[src/asc_pkg.sv]
/*
  asc_pkg: constants shared by the serial converter frame controller.
  Assumes a single ref_clk domain; serial clock and frame select are sampled pins.
*/
package asc_pkg;
  localparam int unsigned REF_CLK_HZ       = 20_000_000;
  localparam int unsigned DATA_BITS        = 12;
  localparam int unsigned LEAD_ZEROS       = 3;
  localparam int unsigned FIFO_DEPTH       = 8;
  localparam logic [4:0]  NOISE_EDGES      = 5'h02;
  localparam logic [4:0]  SHUTDOWN_EDGES   = 5'h0A;
  localparam logic [4:0]  FRAME_EDGES      = 5'h10;
  localparam logic [4:0]  TRACK_RISE_EDGE  = 5'h0D;
  localparam logic [4:0]  POWERUP_EDGES    = 5'h10;
  localparam logic [4:0]  LEAD_END_EDGE    = 5'h03;
  localparam logic        RST_SHUTDOWN     = 1'b0;
  localparam logic        RST_WARM         = 1'b0;

  typedef enum logic [1:0] {
    ASC_IDLE  = 2'b00,
    ASC_FRAME = 2'b01,
    ASC_DONE  = 2'b11
  } asc_state_t;
endpackage

[src/asc_sync.sv]
/*
  asc_sync: two-flop synchroniser for one pin input.
  Assumes the input is asynchronous to clk; output is the second flop only.
*/
`timescale 1ns/1ps
`default_nettype none
module asc_sync #(
  parameter logic INIT = 1'b0
) (
  input  wire logic clk,
  input  wire logic reset,
  input  wire logic ce,
  input  wire logic din,
  output var  logic dout
);
  logic meta_r;

  always_ff @(posedge clk) begin
    if (reset) begin
      meta_r <= INIT;
      dout   <= INIT;
    end else if (ce) begin
      meta_r <= din;
      dout   <= meta_r;
    end
  end
endmodule
`default_nettype wire

[src/asc_fifo.sv]
/*
  asc_fifo: small synchronous FIFO with valid/ready on both sides.
  Assumes one clock; ce freezes all state.
*/
`timescale 1ns/1ps
`default_nettype none
module asc_fifo #(
  parameter int unsigned WIDTH = 12,
  parameter int unsigned DEPTH = 8
) (
  input  wire logic             clk,
  input  wire logic             reset,
  input  wire logic             ce,
  input  wire logic [WIDTH-1:0] in_data,
  input  wire logic             in_valid,
  output var  logic             in_ready,
  output var  logic [WIDTH-1:0] out_data,
  output var  logic             out_valid,
  input  wire logic             out_ready
);
  localparam int unsigned AW = $clog2(DEPTH);
  logic [WIDTH-1:0] mem [DEPTH];
  logic [AW-1:0]    wr_r;
  logic [AW-1:0]    rd_r;
  logic [AW:0]      cnt_r;
  logic             push;
  logic             pop;

  // full compare at AW+1 bits; an AW-bit depth would wrap to zero
  assign in_ready  = (cnt_r != (AW+1)'(DEPTH));
  assign out_valid = (cnt_r != '0);
  assign out_data  = mem[rd_r];
  assign push      = in_valid && in_ready;
  assign pop       = out_valid && out_ready;

  always_ff @(posedge clk) begin
    if (ce && push) begin
      mem[wr_r] <= in_data;
    end
  end

  always_ff @(posedge clk) begin
    if (reset) begin
      wr_r  <= '0;
      rd_r  <= '0;
      cnt_r <= '0;
    end else if (ce) begin
      if (push) begin
        wr_r <= (wr_r == AW'(DEPTH - 1)) ? '0 : wr_r + 1'b1;
      end
      if (pop) begin
        rd_r <= (rd_r == AW'(DEPTH - 1)) ? '0 : rd_r + 1'b1;
      end
      cnt_r <= cnt_r + (AW+1)'(push) - (AW+1)'(pop);
    end
  end
endmodule
`default_nettype wire

[src/asc_frame_ctrl.sv]
/*
  asc_frame_ctrl: frame, shift-out and power-mode control of a 12-bit serial converter.
  Assumes ref_clk is much faster than the serial clock; pins are sampled here.
  Conversion results arrive from the converter core through an internal FIFO.
*/
// Behaviour
// - select falling starts conversion, normal mode
// - rise between edges 2 and 10: shutdown
// - rise before edge 2 keeps mode
// - shutdown holds until select falls again; code keeps shutdown_mode until the tenth falling edge
// - rise between edges 10 and 16 truncates
// - output released after sixteenth clock
// - leaving shutdown: first result unusable
// - second conversion after power-up valid
// - fully powered after 16 clocks
// - power-on mode either; dummy conversion advised
// - shutdown turns all analog circuitry off
// - three zeros then twelve bits, MSB first
// - select falling: output driven, input held
// - track resumes on 13th rising edge
// - host captures on following falling edge
`timescale 1ns/1ps
`default_nettype none
module asc_frame_ctrl
  import asc_pkg::*;
#(
  parameter int unsigned WIDTH = asc_pkg::DATA_BITS,
  parameter int unsigned DEPTH = asc_pkg::FIFO_DEPTH
) (
  input  wire logic             ref_clk,
  input  wire logic             reset,
  input  wire logic             clk_en,
  input  wire logic             frame_sel_n,
  input  wire logic             serial_clk,
  output logic                  serial_result_out,
  output logic                  serial_result_oe,
  input  wire logic [WIDTH-1:0] sample_data,
  input  wire logic             sample_valid,
  output logic                  sample_ready,
  output logic                  hold_mode,
  output logic                  analog_on,
  output logic                  result_usable,
  output logic                  shutdown_mode
);
  import asc_pkg::*;

  logic             sel_s;
  logic             sclk_s;
  logic             sel_d_r;
  logic             sclk_d_r;
  logic             sel_fall;
  logic             sel_rise;
  logic             sclk_fall;
  logic             sclk_rise;
  asc_state_t       state_r;
  logic [4:0]       fall_cnt_r;
  logic [4:0]       rise_cnt_r;
  logic [WIDTH-1:0] shift_r;
  logic [WIDTH-1:0] fifo_data;
  logic             fifo_valid;
  logic             fifo_take;
  logic             dummy_r;
  logic             pwr_cnt_done_r;

  asc_sync #(.INIT(1'b1)) u_sync_sel (
    .clk   (ref_clk),
    .reset (reset),
    .ce    (clk_en),
    .din   (frame_sel_n),
    .dout  (sel_s)
  );

  asc_sync #(.INIT(1'b0)) u_sync_sclk (
    .clk   (ref_clk),
    .reset (reset),
    .ce    (clk_en),
    .din   (serial_clk),
    .dout  (sclk_s)
  );

  // core results queue here; back-pressure stalls the core when no frame drains it
  asc_fifo #(.WIDTH(WIDTH), .DEPTH(DEPTH)) u_fifo (
    .clk       (ref_clk),
    .reset     (reset),
    .ce        (clk_en),
    .in_data   (sample_data),
    .in_valid  (sample_valid),
    .in_ready  (sample_ready),
    .out_data  (fifo_data),
    .out_valid (fifo_valid),
    .out_ready (fifo_take)
  );

  always_ff @(posedge ref_clk) begin
    if (reset) begin
      sel_d_r  <= 1'b1;
      sclk_d_r <= 1'b0;
    end else if (clk_en) begin
      sel_d_r  <= sel_s;
      sclk_d_r <= sclk_s;
    end
  end

  assign sel_fall  = sel_d_r && !sel_s;
  assign sel_rise  = !sel_d_r && sel_s;
  assign sclk_fall = sclk_d_r && !sclk_s && !sel_s;
  assign sclk_rise = !sclk_d_r && sclk_s && !sel_s;
  // sample taken at the instant of select falling; an empty queue gives zeros
  assign fifo_take = sel_fall;

  // frame sequencing
  always_ff @(posedge ref_clk) begin
    if (reset) begin
      state_r <= ASC_IDLE;
    end else if (clk_en) begin
      case (state_r)
        ASC_IDLE: begin
          if (sel_fall) begin
            state_r <= ASC_FRAME;
          end
        end
        ASC_FRAME: begin
          if (sel_rise) begin
            state_r <= ASC_IDLE;
          end else if (sclk_fall && fall_cnt_r == FRAME_EDGES - 5'h01) begin
            state_r <= ASC_DONE;
          end
        end
        ASC_DONE: begin
          // select held low after a full word needs a rise first
          if (sel_rise) begin
            state_r <= ASC_IDLE;
          end
        end
        default: state_r <= ASC_IDLE;
      endcase
    end
  end

  // falling and rising edge counts within the frame
  always_ff @(posedge ref_clk) begin
    if (reset) begin
      fall_cnt_r <= '0;
      rise_cnt_r <= '0;
    end else if (clk_en) begin
      if (sel_rise || sel_fall) begin
        fall_cnt_r <= '0;
        rise_cnt_r <= '0;
      end else if (state_r != ASC_IDLE) begin
        if (sclk_fall && fall_cnt_r != 5'h1F) begin
          fall_cnt_r <= fall_cnt_r + 5'h01;
        end
        if (sclk_rise && rise_cnt_r != 5'h1F) begin
          rise_cnt_r <= rise_cnt_r + 5'h01;
        end
      end
    end
  end

  // power mode on select rise
  always_ff @(posedge ref_clk) begin
    if (reset) begin
      shutdown_mode <= RST_SHUTDOWN;
    end else if (clk_en) begin
      if (sel_rise && state_r == ASC_FRAME) begin
        if (fall_cnt_r < NOISE_EDGES) begin
          shutdown_mode <= shutdown_mode;
        end else if (fall_cnt_r < SHUTDOWN_EDGES) begin
          shutdown_mode <= 1'b1;
        end else begin
          shutdown_mode <= 1'b0;
        end
      end else if (state_r == ASC_FRAME && fall_cnt_r >= SHUTDOWN_EDGES) begin
        shutdown_mode <= 1'b0;
      end
      // otherwise shutdown persists until the tenth falling edge of a frame
    end
  end

  // analog power: off in shutdown except while a frame is powering up
  always_ff @(posedge ref_clk) begin
    if (reset) begin
      analog_on <= 1'b0;
    end else if (clk_en) begin
      analog_on <= !shutdown_mode || (state_r == ASC_FRAME) || sel_fall;
    end
  end

  // dummy conversion after leaving shutdown; power-up done after 16 clocks
  always_ff @(posedge ref_clk) begin
    if (reset) begin
      dummy_r        <= 1'b1;
      pwr_cnt_done_r <= RST_WARM;
    end else if (clk_en) begin
      if (sel_fall) begin
        dummy_r <= shutdown_mode || !pwr_cnt_done_r;
        if (shutdown_mode) begin
          pwr_cnt_done_r <= 1'b0;
        end
      end else if (state_r != ASC_IDLE && sclk_fall && fall_cnt_r == POWERUP_EDGES - 5'h01) begin
        pwr_cnt_done_r <= 1'b1;
      end
    end
  end

  // qualifies the result of the current frame; next frame after power-up is valid
  always_ff @(posedge ref_clk) begin
    if (reset) begin
      result_usable <= 1'b0;
    end else if (clk_en) begin
      if (sel_fall) begin
        result_usable <= !(shutdown_mode || !pwr_cnt_done_r);
      end
    end
  end

  // track/hold: hold from select fall until 13th rising edge
  always_ff @(posedge ref_clk) begin
    if (reset) begin
      hold_mode <= 1'b0;
    end else if (clk_en) begin
      if (sel_fall) begin
        hold_mode <= 1'b1;
      end else if (sel_rise) begin
        hold_mode <= 1'b0;
      end else if (sclk_rise && rise_cnt_r == TRACK_RISE_EDGE - 5'h01) begin
        hold_mode <= 1'b0;
      end
    end
  end

  // output shifter: zeros during lead-in, then MSB first on falling edges
  always_ff @(posedge ref_clk) begin
    if (reset) begin
      shift_r           <= '0;
      serial_result_out <= 1'b0;
      serial_result_oe  <= 1'b0;
    end else if (clk_en) begin
      if (sel_fall) begin
        shift_r           <= fifo_valid ? fifo_data : '0;
        serial_result_out <= 1'b0;
        serial_result_oe  <= 1'b1;
      end else if (sel_rise) begin
        serial_result_oe  <= 1'b0;
      end else if (state_r == ASC_FRAME && sclk_fall) begin
        if (fall_cnt_r == FRAME_EDGES - 5'h01) begin
          serial_result_oe <= 1'b0;
        end else if (fall_cnt_r >= LEAD_END_EDGE - 5'h01) begin
          // bit changes on a falling edge, host samples on the next
          serial_result_out <= shift_r[WIDTH-1];
          shift_r           <= {shift_r[WIDTH-2:0], 1'b0};
        end else begin
          serial_result_out <= 1'b0;
        end
      end
    end
  end
endmodule
`default_nettype wire

[config.mk]
export PLATFORM = sky130hd
export DESIGN_NAME = asc_frame_ctrl
export DESIGN_NICKNAME = d
export VERILOG_FILES = /design/src/asc_pkg.sv /design/src/asc_sync.sv /design/src/asc_fifo.sv /design/src/asc_frame_ctrl.sv
export SDC_FILE = /design/constraint.sdc
export NUM_CORES = 1
export LEC_CHECK = 0
export BUFFER_PORTS_ARGS = -buffer_cell sky130_fd_sc_hd__buf_2
export CORE_MARGIN = 3
export CORE_UTILIZATION = 40
export CTS_CLUSTER_DIAMETER = 120
export DETAILED_ROUTE_END_ITERATION = 8
export GPL_TIMING_DRIVEN = 0
export PLACE_DENSITY = 0.54
export SETUP_SLACK_MARGIN = 0.05
export SYNTH_ARGS = -nofsm -noshare
export SYNTH_HDL_FRONTEND = slang
export SYNTH_SLANG_ARGS = --single-unit
export TNS_END_PERCENT = 50
[constraint.sdc]
create_clock -name ref_clk -period 4.2 [get_ports ref_clk]
set_input_delay 0.84 -clock ref_clk [delete_from_list [all_inputs] [get_ports ref_clk]]
set_output_delay 0.84 -clock ref_clk [all_outputs]
set_load 0.05 [all_outputs]
# After elaboration in Yosys (flattened, before gate mapping)
# Memories as Yosys holds them, arrays and structs flattened. A register that Yosys moved wholly into a read port is not among the register bits.
# Index checks and enable logic that the tools add are counted.
# op_classes
n_addsub	6
order_cmp	4
eq_ne	16
mux	42
reduce_logical	54
# op_table
operator	count
$mux W12	6
$mux W5	6
$mux W1	21
$logic_and A1 B1 Y1	18
$reduce_bool A2 Y1	8
$reduce_and A3 Y1	5
$mux W3	4
$ne A2 B2 Y1 const B	6
$add A5 B1 Y5 const B	2
$eq A5 B4 Y1 const B	2
$ne A5 B5 Y1 const B	2
$reduce_bool A3 Y1	3
$mux W2	4
$reduce_and A2 Y1	4
$reduce_and A4 Y1	2
$logic_not A1 Y1	7
$add A3 B1 Y3 const B	2
$eq A3 B3 Y1 const B	2
$pmux W2 S3	1
$ge A5 B2 Y1 const B	1
$ge A5 B4 Y1 const B	1
$lt A5 B2 Y1 const B	1
$lt A5 B4 Y1 const B	1
$reduce_and A5 Y1	1
other kinds (9)	12
# totals
ff_bits	47
ram_bits	96
out_inout_bits	7
memories	1
# mem_list
name	words	width	rd	rd_ports_with_merged_regs	wr	line_no	source
u_fifo.mem	8	12	1	1	1	asc_fifo.sv:22	logic [WIDTH-1:0] mem [DEPTH];

# Depth between registers and ports, before layout
# Gate-level depths: netlist of the first run.
# logic_depth
depth_word	7
ltp_mapped	13

# Hierarchy
# Synthesis of the first run repeated with hierarchy kept, for this count alone.
# hier_totals
hier_cells	444
hier_area_um2	6351.1
# by_module_without_submodules
module	instances	cells_per_inst	area_per_inst_um2	seq_area_each_um2
asc_fifo	1	224	4420.5	3143.0
asc_frame_ctrl	1	208	1793.0	660.6
asc_sync at u_sync_sel	1	6	70.1	40.0
asc_sync at u_sync_sclk	1	6	67.6	40.0

# Worst setup path after synthesis of the first run
# Ideal clock, no wire load.
# synth_path
kind	input-to-reg
startpoint	input port clk_en
endpoint	memory u_fifo.mem[0][0] (enable)
setup_time_ns	0.412
arrival_time_ns	2.476
t_required_ns	3.788
path_slack_ns	1.311
path_stages	3
n_path_buf	1
path_cell_list	clkbuf_1 -> nand3_1 -> nor4_1
# synth_between
elab_chain_len	3
# synth_lines
element	line_no	source
start: declaration	asc_frame_ctrl.sv:32	input wire logic clk_en,
$logic_and A1 B1 Y1	asc_fifo.sv:37	if (ce && push) begin
$mux W1	asc_fifo.sv:37	
$mux W1 (not written as such)	asc_fifo.sv:38	mem[wr_r] <= in_data;
end: declaration	asc_fifo.sv:22	
# No other way between the ends.

# Worst setup path after layout of the first run
# layout_path
startpoint	input port clk_en
endpoint	memory u_fifo.mem[3][5] (enable)
# The elaborated chain is that of the path after synthesis.

==> results, run 1 <==
- The clock transition at the registers of the reported paths is 60 ps.
- In this run the static leakage power is 2.45 nW.
- The combined area of all synthesized cells is 6240 µm².
- TritonCTS built the clock tree.
- In the global route stage, met3 resource usage came out at 3.70%.
- Measured on the finished design, the core utilization comes to a little under half.
- The fraction of registers with async set/reset is 0%.
- The routed layout has 3782 vias.
- Static timing analysis puts the maximum clock frequency at 340 MHz.
- 0 antenna diodes ended up in the layout.
- The number of placement rows is 45.
- The worst setup path is of the in2reg kind.
- Gates resized during post-CTS repair numbered 0.
- The number of design-rule violations left by the first detailed-router iteration is between 200 and 250.
- The relative slew slack is approximately 16%.
- The height of the chip is 131 µm.
- For this run, design rule violations remaining after detail routing come to 0.
- Setup repair after global routing left no endpoint under its margin.
- The global-route layer with the greatest usage is met2.
- At the end of the flow, the number of nets in the layout was between 500 and 600.
- Compared with the post-synthesis result, the final layout area differs by 17.1%.
- The filler cells instantiated in the layout total 1370.
- Hold timing on the final database bottoms out at a slack of 464 ps.
- The global route total overflow is 0.
- Among all flip-flop cells after synthesis, the most frequent one is sky130_fd_sc_hd__edfxtp_1.
- The number of levels in the clock H-tree is 4.
- The power density of the placed cells is 456 nW/µm².
- sky130_fd_sc_hd__edfxtp_1 takes more of the synthesized area than any other cell.
- In this run the worst path has a maximum fanout of 12.
- Port buffering added 24 buffers.
- The area of the die is 17100 µm².
- The largest net degree at the start of global routing is 17.
- Global routing used 28.6% of the available met2 tracks.
- The clock sink count is around 150.
- The horizontal die dimension is 131 µm.
- Leaving out filler cells and counting taps, the final layout contains 730.
- Synthesis instantiated 52 different standard cells from the library.
- The flow ran to the end, and the final reports show no timing, DRC or antenna violations.
- Data arrives at the worst endpoint at 2970 ps.
- Subtracting the final worst setup slack from the clock period gives 2940 ps.
- The sequential element share of the synthesized area is between 60% and 70%.
- The kind of capture point of the worst setup path is a register.
- Global routing used 16.8% of the available tracks.
- The number of clock buffers inserted by TritonCTS is 17.
- The worst-margin pin slew is 1250 ps.
- The placed standard-cell area is 6710 µm².
- The worst-case IR drop observed on VDD is 0.315 mV.
- The share of synthesized area in the top cell type comes to roughly 46%.
- Counting every instance in the synthesized netlist gives between 400 and 500.
- The number of placed instances with taps included is 698.
- The per-cell via count in the routed design is ~5.2.
- The post-route netlist has 19.7% of its cells at a drive strength greater than 1.
- Once layout is done, the placed cells without fillers occupy 7310 µm².
- The number of buffers inserted to repair setup after CTS is 0.
- Summing all multi-input logic gate instances after layout gives 2170 µm².
- Across the run, the number of max-cap violations was 0.
- The number of global-route vias before repair is 3954.
- By instance count, the leading cell after synthesis is sky130_fd_sc_hd__edfxtp_1.
- The number of synthesized flops with an enable pin is between 90 and 100.
- The number of nets in the synthesized netlist is around 500.
- Before antenna repair, the detailed router went through 4 iterations.
- 25 I/O pins were placed.
- The root cell of the clock tree is sky130_fd_sc_hd__clkbuf_16.
- The worst hold path belongs to the class reg2reg.
- The per-instance average area after synthesis is 13.7 µm².
- The initial antenna violation count is 0.
- Dividing the final minimum period by the clock period gives 70.0%.
- The half-perimeter wire length after detailed placement is 9.17 mm.
- The final setup violation count is 0.
- The clock passes through at most 2 buffers.
- The number of nets with antenna violations after routing is 0.
- The final layout contains routed wiring with a total length of 13.2 mm.
- The commonest cells after synthesis are sky130_fd_sc_hd__edfxtp_1, sky130_fd_sc_hd__dfxtp_1, sky130_fd_sc_hd__mux2i_1.
- STA classifies the critical path startpoint as a primary input.
- The routed wire length per instance is 18.0 µm.
- The worst clock skew on the final layout is 13.0 ps.
- The synthesis-stage register bit count is 146.
- After floorplanning, the core was sized to cover 15300 µm².
- The effective utilization at floorplan is 40.9%.
- The number of hold buffers added after CTS was 0.
- Clock latency on the worst-skew pair, taken at its later pin, is 430 ps.
- The final-report max-slew violation count is 0.
- The sum of internal, switching and leakage power is 0.00333 W.
- The wire length of the first global-routing pass is 21.2 mm.
- The Yosys step of the flow raised 0 warnings.
- The hold violation count in the final report came to 0.
- At the end of routability-driven placement, the weighted congestion stood at 0.844.
- After synthesis, the cell types taking the most area are sky130_fd_sc_hd__edfxtp_1, sky130_fd_sc_hd__dfxtp_1, sky130_fd_sc_hd__mux2i_1.
- Across the whole layout, storage elements account for about 4000 µm².
- The fraction of met1 tracks used by global routing is 20.8%.
- For the worst setup path, the data required time is 4230 ps.
[sequential cells by signal, summed over array words and instances (netlist names), 2 cells and up, named ones only]
name and flops:
u_fifo.cnt_r 4, u_fifo.wr_r 3, shift_r 12, state_r 2, u_fifo.rd_r 3, fall_cnt_r 5
rise_cnt_r 5, u_fifo.mem 96
[kinds of logic after synthesis]
family	share of synthesized area, %
buffers and inverters	3.43
AND/OR/NAND/NOR	8.26
flip-flops	62.2
XOR/XNOR	0.562
AO/OA/AOI/OAI	11.1
multiplexers	10.3
adder cells (fa/ha/maj)	4.13
[metrics by stage]
stage	setup TNS (ps)	setup slack, ps
3_5_place_dp	0	713
3_3_place_gp	-4370	-365
2_1_floorplan	0	1310
6_report	0	1260
4_1_cts	0	1170
5_1_grt	0	981
[per-layer routing]
metal	vias up	wire length (µm)
met2	52	6810
met3	18	311
met5	-	0
met4	0	240
met1	1871	5800
li1	1841	-
[power by group]
group	internal, W	leakage, nW	switching [W]
clock	0.000897	0.296	0.000630
sequential	0.00156	1.27	0.0000181
combinational	0.0000855	0.885	0.000141
total	0.00254	2.45	0.000789
[cell type report]
class	instances	share of cell area, %
sequential	146	53.1
multi-input combinational	257	29.7
clock buffer	18	5.87
tap	211	3.61
timing repair buffer	30	2.47
clock inverter	14	2.31
inverter	29	1.49
buffer	25	1.44
[critical path, cell delays in order]
cell and delay [ps]:
sky130_fd_sc_hd__buf_2 130, sky130_fd_sc_hd__clkbuf_1 390, sky130_fd_sc_hd__and3_1 240, sky130_fd_sc_hd__clkbuf_1 230, sky130_fd_sc_hd__nand2_1 160, sky130_fd_sc_hd__nor2_1 980
[worst paths after layout]
check | start | to | slack [ps] | cells after the start
max | clk_en | u_fifo.mem[3][5] | 1260 | 6
min | shift_r[1] | shift_r[1] | 460 | 2
max reg2reg | u_fifo.cnt_r[2] | u_fifo.mem[3][5] | 1450 | 7
min reg2reg | shift_r[1] | shift_r[1] | 460 | 2
[layout by cell type, fill, tap and decap left out, types with 6 or more instances in the layout]
cell type and instances:
sky130_fd_sc_hd__nor2_1 26, sky130_fd_sc_hd__a22oi_1 22, sky130_fd_sc_hd__inv_1 29, sky130_fd_sc_hd__buf_2 27
sky130_fd_sc_hd__mux4_2 13, sky130_fd_sc_hd__nand2_1 20, sky130_fd_sc_hd__clkbuf_16 17, sky130_fd_sc_hd__nand3_1 7
sky130_fd_sc_hd__edfxtp_1 96, sky130_fd_sc_hd__ha_1 19, sky130_fd_sc_hd__clkbuf_1 19, sky130_fd_sc_hd__o21ai_0 7
sky130_fd_sc_hd__dfxtp_1 50, sky130_fd_sc_hd__a21oi_1 14, sky130_fd_sc_hd__a221oi_2 9, sky130_fd_sc_hd__mux2i_1 35
sky130_fd_sc_hd__nand2b_1 6, sky130_fd_sc_hd__o31ai_1 13
No activity file was read; power rests on OpenSTA's default activity.
==> run 2, diff against run 1 <==
==> constraint.sdc (replaced) <==
create_clock -name ref_clk -period 2.9 [get_ports ref_clk]
set_input_delay 0.58 -clock ref_clk [delete_from_list [all_inputs] [get_ports ref_clk]]
set_output_delay 0.58 -clock ref_clk [all_outputs]
set_load 0.05 [all_outputs]
==> run 2 against run 1 <==
Against the previous run:
- worst setup slack worse by 1000 ps
- die area stayed put
- hold slack worse by 75 ps
- largest power group unchanged
- highest routed layer unchanged
==> results, run 2 (synthesized netlist as in run 1, its figures left out) <==
- The number of placement rows is 45.
- The power density of the placed cells is 659 nW/µm².
- The per-cell via count in the routed design is between 5 and 6.
- The area growth from synthesis to layout is 17.2%.
- Setup violations remaining at the end of the flow were counted as 0.
- With fillers left out, the area of the finished cells amounts to between 7000 and 8000 µm².
- The core region is 15300 µm².
- Per report_power, the sequential group accounts for 47.4% of the total.
- The critical path arrival is 2930 ps.
- The routing usage on met2 is between 20 and 30%.
- Setup repair after global routing could not meet its margin everywhere.
- The routed wire length per instance is ~18 µm.
- The area of all sequential standard cells is roughly 4000 µm².
- The root cell of the clock tree is sky130_fd_sc_hd__clkbuf_16.
- The switching share of total power is 23.7%.
- The run finished with clean final reports.
- The initial antenna violation count is 0.
- In the final layout, the registers with the most flip-flops are u_fifo.mem x96, shift_r x12.
- The period utilization is slightly above 90%.
- The area of the die is 17100 µm².
- The height of the chip is 131 µm.
- Clock-pin slew was measured on the worst setup and hold paths at roughly 60 ps.
- The effective utilization at floorplan is around 40%.
- The global routing stage identified its most utilized layer as met2.
- The highest net fanout along the worst path is 4.
- The placed instances occupy a cell area of 6710 µm².
- After global routing the overflow that remains totals 0.
- The achievable clock frequency is 378 MHz.
- The number of global-route vias before repair is around 4000.
- Of the cells placed in the final design, the portion with a size suffix greater than 1 is between 20 and 25%.
- Leaving out filler cells and counting taps, the final layout contains 730.
- CTS built an H-tree with a depth of 4.
- In the routed design, unresolved DRC markers number 0.
- The number of I/O port buffers is 24.
- The first-pass iteration count of the detailed router is 4.
- The critical setup path kind is reg2reg.
- The longest clock path from root to sink contains 2 buffers.
- Global routing consumed, on the met1 layer, roughly a fifth of the routing resources.
- The number of clock buffers inserted by TritonCTS is 17.
- The internal power is about 0.0037 W.
- The hold violation count in the final report is 0.
- The worst hold-check path type is in2reg.
- The clock latency of the later-clocked register in the worst-skew pair is 430 ps.
- The share of total power dissipated in combinational logic is 6.8%.
- The clock network accounts for 45.8% of the total power.
- CTS saw 146 sinks.
- The number of resized instances in the post-cts repair step is 1.
- The hold-fix buffer count after cts is 0.
- The number of design-rule violations left by the first detailed-router iteration is between 200 and 250.
- The largest net degree at the start of global routing is 17.
- The relative slew slack is a little over two fifths.
- The routability congestion estimate is 0.844.
- The number of fillers in the final layout is ~1400.
- At the worst endpoint, the required time is 3190 ps.
- The wire length of the first global-routing pass is 21.2 mm.
- The area used by multi-input combinational logic is 2180 µm².
- The smallest clock period supported by the final layout is computed as 2640 ps.
- The library cell used most frequently in the layout, excluding fill and tap cells, is sky130_fd_sc_hd__edfxtp_1.
- The global routing met3 resource utilization is between 3 and 4%.
- 25 I/O pins were placed.
- The number of nets in the layout is 544.
- The library cells used most frequently in the layout, excluding fill and tap cells, are sky130_fd_sc_hd__edfxtp_1, sky130_fd_sc_hd__dfxtp_1, sky130_fd_sc_hd__mux2i_1, sky130_fd_sc_hd__inv_1, sky130_fd_sc_hd__buf_2.
- Summed over all failing endpoints, the final setup total negative slack is 0 ps.
- Once detail routing completed, the nets flagged for antenna violations numbered 0.
- The register ranked first by flip-flop count is u_fifo.mem.
- The register with the most flip-flops in the layout has 96 of them.
- Global routing used 16.8% of the available tracks.
- The antenna diode count is 0.
- The number of placed instances with taps included is 698.
- Measured along the x axis, the die boundary spans between 100 and 150 µm.
- TritonCTS built the clock tree.
- In this run the static leakage power is 2.45 nW.
- For the final database, setup skew stands at 13.3 ps.
- The final layout contains routed wiring with a total length of between 10 and 15 mm.
- The wire-length estimate of the detail-placed layout is between 9 and 10 mm.
- The worst setup path is captured at a register.
- The final-report max-slew violation count is 0.
- The detailed-route via count is 3784.
- STA classifies the critical path startpoint as a register.
- The maximum vdd ir drop is 0.458 mV.
- The reported net switching power is ~0.0011 W.
- After clock tree synthesis, the setup repair step added 0 buffers.
- For the pin with the worst max-slew slack, the measured transition is 872 ps.
- Max-cap violations in this run came to 0.
-- run 2: area by class of cell --
class	instances	area share [%]
clock buffer	18	5.87
multi-input combinational	257	29.7
clock inverter	14	2.31
sequential	146	53.1
timing repair buffer	30	2.46
buffer	25	1.44
tap	211	3.61
inverter	29	1.49
-- run 2: critical path, cell delays in order (launching register included) --
cell and delay [ps]:
sky130_fd_sc_hd__dfxtp_1 310, sky130_fd_sc_hd__inv_1 100, sky130_fd_sc_hd__ha_1 150, sky130_fd_sc_hd__or3b_2 490, sky130_fd_sc_hd__and2_1 190, sky130_fd_sc_hd__ha_1 260
sky130_fd_sc_hd__inv_1 60, sky130_fd_sc_hd__ha_1 160, sky130_fd_sc_hd__inv_1 50, sky130_fd_sc_hd__fa_1 370, sky130_fd_sc_hd__xor2_1 150, sky130_fd_sc_hd__nor2_1 50
sky130_fd_sc_hd__a21oi_1 120, sky130_fd_sc_hd__nor2_1 50
-- run 2: power groups by stage --
stage	Clock [W]	Sequential, W	Combinational, W
floorplan	0	0.00233	0.000218
global placement	0	0.00233	0.000317
detailed placement	0	0.00233	0.000332
CTS	0.00226	0.00229	0.000334
global route	0.00234	0.00229	0.000377
finish	0.00221	0.00229	0.000328
-- run 2: stage by stage --
step | utilization [%] | hold WS [ps] | total power, W | setup slack [ps]
5_1_grt | 47.9 | 393 | 0.00501 | 13.0
3_5_place_dp | 44.0 | 459 | 0.00266 | -327
6_report | 47.9 | 390 | 0.00482 | 256
4_1_cts | 47.9 | 369 | 0.00488 | 51.4
2_1_floorplan | - | 442 | 0.00255 | 133
3_3_place_gp | 43.4 | 445 | 0.00265 | -1410
-- run 2: per-layer routing --
layer  share of wire [%]  vias to the layer above
met1                  44                     1870
met3                 2.5                       18
met4                 1.8                        0
met5                   0                        -
li1                    -                     1840
met2                  52                       56
-- run 2: final timing paths --
path	slack, ps	from	cells after the start	endpoint
min reg2reg	460	shift_r[1]	2	shift_r[1]
max reg2reg	260	u_fifo.cnt_r[2]	13	u_fifo.cnt_r[2]
min	390	frame_sel_n	3	u_sync_sel.meta_r
max	260	u_fifo.cnt_r[2]	13	u_fifo.cnt_r[2]
==> run 3, diff against run 2 <==
--- a/config.mk
+++ b/config.mk
@@ -5,6 +5,7 @@
 export SDC_FILE = /design/constraint.sdc
 export NUM_CORES = 1
 export LEC_CHECK = 0
+export ABC_AREA = 1
 export BUFFER_PORTS_ARGS = -buffer_cell sky130_fd_sc_hd__buf_2
 export CORE_MARGIN = 3
 export CORE_UTILIZATION = 40
==> run 3 against run 2 <==
Against the previous run:
- final cell count up 44%
- hold slack worse by 27 ps
- combinational power up 20%
- clock skew down 2.1 ps
- total power up 0.23%
- flip-flop and latch count unchanged
- count of clock-buffer cells in the layout down 1
- routed wire length up 25%
- synthesized cell count up 71%
- global-route usage up 2.1 points
- critical endpoint unchanged
- largest cell class unchanged
- highest routed layer unchanged
==> results, run 3 <==
- The standard cell with the maximum stage delay on the critical path is sky130_fd_sc_hd__fa_1.
- The most instantiated flip-flop cell in the synthesis netlist is sky130_fd_sc_hd__edfxtp_1.
- The number of flip-flops in the largest register is 96.
- Global routing finished with a remaining overflow of 0.
- Setup repair after global routing left no endpoint under its margin.
- Buffers added to address setup during post-CTS repair amount to 0.
- The final worst hold slack is 363 ps.
- The Yosys warning count is 0.
- The number of global-route vias before repair came to 4832.
- The kind of start point of the critical path is a register.
- The later pin in the worst-skew pair is clocked with a latency of 440 ps.
- Measured on the finished design, the core utilization comes to a little under half.
- The non-filler instance count after layout is 1053.
- Setup violations remaining at the end of the flow were counted as 0.
- The number of cells on the worst reg-to-reg path is 13.
- The fraction of registers with async set/reset is 0%.
- CTS placed an instance of sky130_fd_sc_hd__clkbuf_16 at the clock tree root.
- The worst setup path is captured at a register.
- Entering global routing, the biggest net connects 17 pins.
- The relative slew slack is 10.1%.
- Summed over all failing endpoints, the final setup total negative slack is 0 ps.
- The buffers plus inverters on the worst setup path is 6.
- The critical path arrival is 3050 ps.
- Of the cells placed in the final design, the portion with a size suffix greater than 1 is 9.80%.
- After clock tree synthesis, the flow added hold-fix buffers numbering 0.
- The largest registers in the layout are u_fifo.mem x96, shift_r x12.
- The die is between 100 and 150 µm tall.
- The analysis attributes to cell leakage a power of between 3 and 4 nW.
- TritonCTS built the clock tree.
- Of all nets on the critical path, the largest fanout is 10.
- Between clock sinks in the finished design, the worst skew comes to roughly 11 ps.
- The combined area of all synthesized cells is about 6800 µm².
- At the pin with the least slew margin, the transition time is 1340 ps.
- The number of placed instances with taps included is around 1000.
- The initial antenna violation count was 0.
- Walking the worst path, the cells encountered are inv_1, ha_2, inv_2, a31oi_4, buf_6, ha_1, inv_1, ha_1, inv_1, fa_1, xnor2_1, o21ai_0, inv_1.
- The most common cell after layout, fill and taps aside is sky130_fd_sc_hd__nand2_1.
- The number of top-level pins is 25.
- The completed layout was analyzed and its total power is 0.00484 W.
- The detail route stage leaves a number of antenna-violating nets equal to 0.
- The half-perimeter wire length after detailed placement is ~11 mm.
- The minimum clock period after layout is ~2700 ps.
- The number of antenna diodes in the final layout is 0.
- In this run the core area contains 46 standard-cell rows.
- The congestion estimate from routability-driven global placement came to a little over 0.8.
- The number of maximum-capacitance constraint violations is 0.
- The routed wire length per instance is 15.6 µm.
- The detailed-route via count is 5152.
- The maximum vdd ir drop is 0.448 mV.
- The effective utilization at floorplan is 41.7%.
- The clock tree synthesis step divided the H-tree into 4 levels.
- The period utilization is 93.9%.
- The run finished with clean final reports.
- The top cell types in the final layout, fill and taps aside, are sky130_fd_sc_hd__nand2_1, sky130_fd_sc_hd__inv_1, sky130_fd_sc_hd__edfxtp_1, sky130_fd_sc_hd__nor2_1, sky130_fd_sc_hd__nand3_1.
- The final-report max-slew violation count is 0.
- The required arrival time at the worst endpoint is about 3200 ps.
- The clock sink count is 146.
- Dividing the synthesized area by the synthesized cell count gives roughly 8.7 µm².
- The clock transition at the registers of the reported paths is 60 ps.
- When the netlist entered floorplanning its net count stood at 819.
- The commonest cells after synthesis are sky130_fd_sc_hd__nand2_1, sky130_fd_sc_hd__inv_1, sky130_fd_sc_hd__edfxtp_1.
- The area growth from synthesis to layout is 14.7%.
- The net count of the finished layout is 862.
- The register ranked first by flip-flop count is u_fifo.mem.
- The cell repeated most along the worst path is sky130_fd_sc_hd__inv_1.
- The routed wire length is 16.4 mm.
- In the routed design, unresolved DRC markers number 0.
- After detailed routing, the number of vias per cell comes to approximately 4.9.
- The depth of the critical timing path with buffers and inverters included is 13.
- Clock tree synthesis inserted a total of 17 buffers.
- The wire length of the first global-routing pass is 26.0 mm.
- The worst hold path depth is 3.
- The top cell type by total area after synthesis is sky130_fd_sc_hd__edfxtp_1.
- By area the synthesized netlist is led by sky130_fd_sc_hd__edfxtp_1, sky130_fd_sc_hd__dfxtp_1, sky130_fd_sc_hd__nand2_1.
- The number of resized instances in the post-cts repair step is 2.
- The hold violation count in the final report is 0.
- The sequential element share of the synthesized area is 57.3%.
- The distinct cell type count of the synthesized netlist is 32.
- The number of synthesized flops with an enable pin is 96.
- The die is roughly 140 µm wide.
- The tightest min-delay check is of the in2reg type.
- The dominant delay contributor by cell family on the critical path is adder cells.
- The maximum buffer depth of the clock tree is 2.
- The core outline area is 16200 µm².
- The die covers ~19000 µm².
- The share of the synthesized area in the top cell type is 42.6%.
- Port buffering added 23 buffers.
- The number of design-rule violations left by the first detailed-router iteration is 319.
- The power density of the placed cells is 622 nW/µm².
- sky130_fd_sc_hd__nand2_1 is the most common cell in the netlist.
- The synthesis-stage register bit count is 146.
- The critical setup path kind is reg2reg.
- The overall global routing resource usage is 19.0%.
- Timing would allow up to ~370 MHz.
- The largest single stage delay on the critical path is 400 ps.
- Before antenna repair, the detailed router went through 5 iterations.
- The synthesized netlist cell count is 781.
run 3: worst paths after layout:
| kind | from | end | slack, ps |
|---|---|---|---|
| min | frame_sel_n | u_sync_sel.meta_r | 360 |
| max | u_sync_sel.dout | u_fifo.cnt_r[2] | 180 |
| max reg2reg | u_sync_sel.dout | u_fifo.cnt_r[2] | 180 |
| min reg2reg | u_sync_sel.meta_r | u_sync_sel.meta_r | 460 |
run 3: kinds of logic after synthesis:
kind of cell / share of synthesized area [%]
XOR/XNOR: 0.517
adder cells (fa/ha/maj): 3.81
AND/OR/NAND/NOR: 23.5
flip-flops: 57.3
AO/OA/AOI/OAI: 4.77
buffers and inverters: 10.0
run 3: per-layer routing:
layer | global-route usage, % | vias up | routed length (µm)
met4 | 6.94 | 0 | 266
met3 | 4.37 | 27 | 716
li1 | - | 2581 | -
met2 | 33.1 | 131 | 8300
met1 | 22.8 | 2413 | 7160
met5 | 0 | - | 0
run 3: stage by stage:
| step | cell area, µm² | setup WS (ps) |
|---|---|---|
| after global routing | 7770 | 66.4 |
| after global placement | 7160 | 23.3 |
| after detailed placement | 7170 | -44.9 |
| final | 7770 | 178 |
| after floorplan | 6770 | 539 |
| after CTS | 7760 | 111 |
run 3: worst reg2reg max path, delay by kind of cell (launching register included):
kind / cells / cell delay (ps)
adder cells (fa/ha/maj): 4 / 1060
flip-flops: 1 / 350
XOR/XNOR: 1 / 150
buffers and inverters: 6 / 640
AO/OA/AOI/OAI: 2 / 420
run 3: final cells by class:
type / instances / area, µm²
fillers: 1589 / 8460
clock buffers: 17 / 425
multi-input cells: 464 / 2230
inverters: 141 / 529
clock inverters: 15 / 146
flip-flops and latches: 146 / 3880
well taps: 216 / 270
repair buffers: 24 / 126
plain buffers: 30 / 154
run 3: where the power goes:
| group | internal, W | switching [W] | leakage (nW) |
|---|---|---|---|
| Clock | 0.00120 | 0.000951 | 0.277 |
| Sequential | 0.00226 | 0.0000240 | 1.27 |
| Combinational | 0.000119 | 0.000273 | 1.83 |
| Total | 0.00359 | 0.00125 | 3.38 |
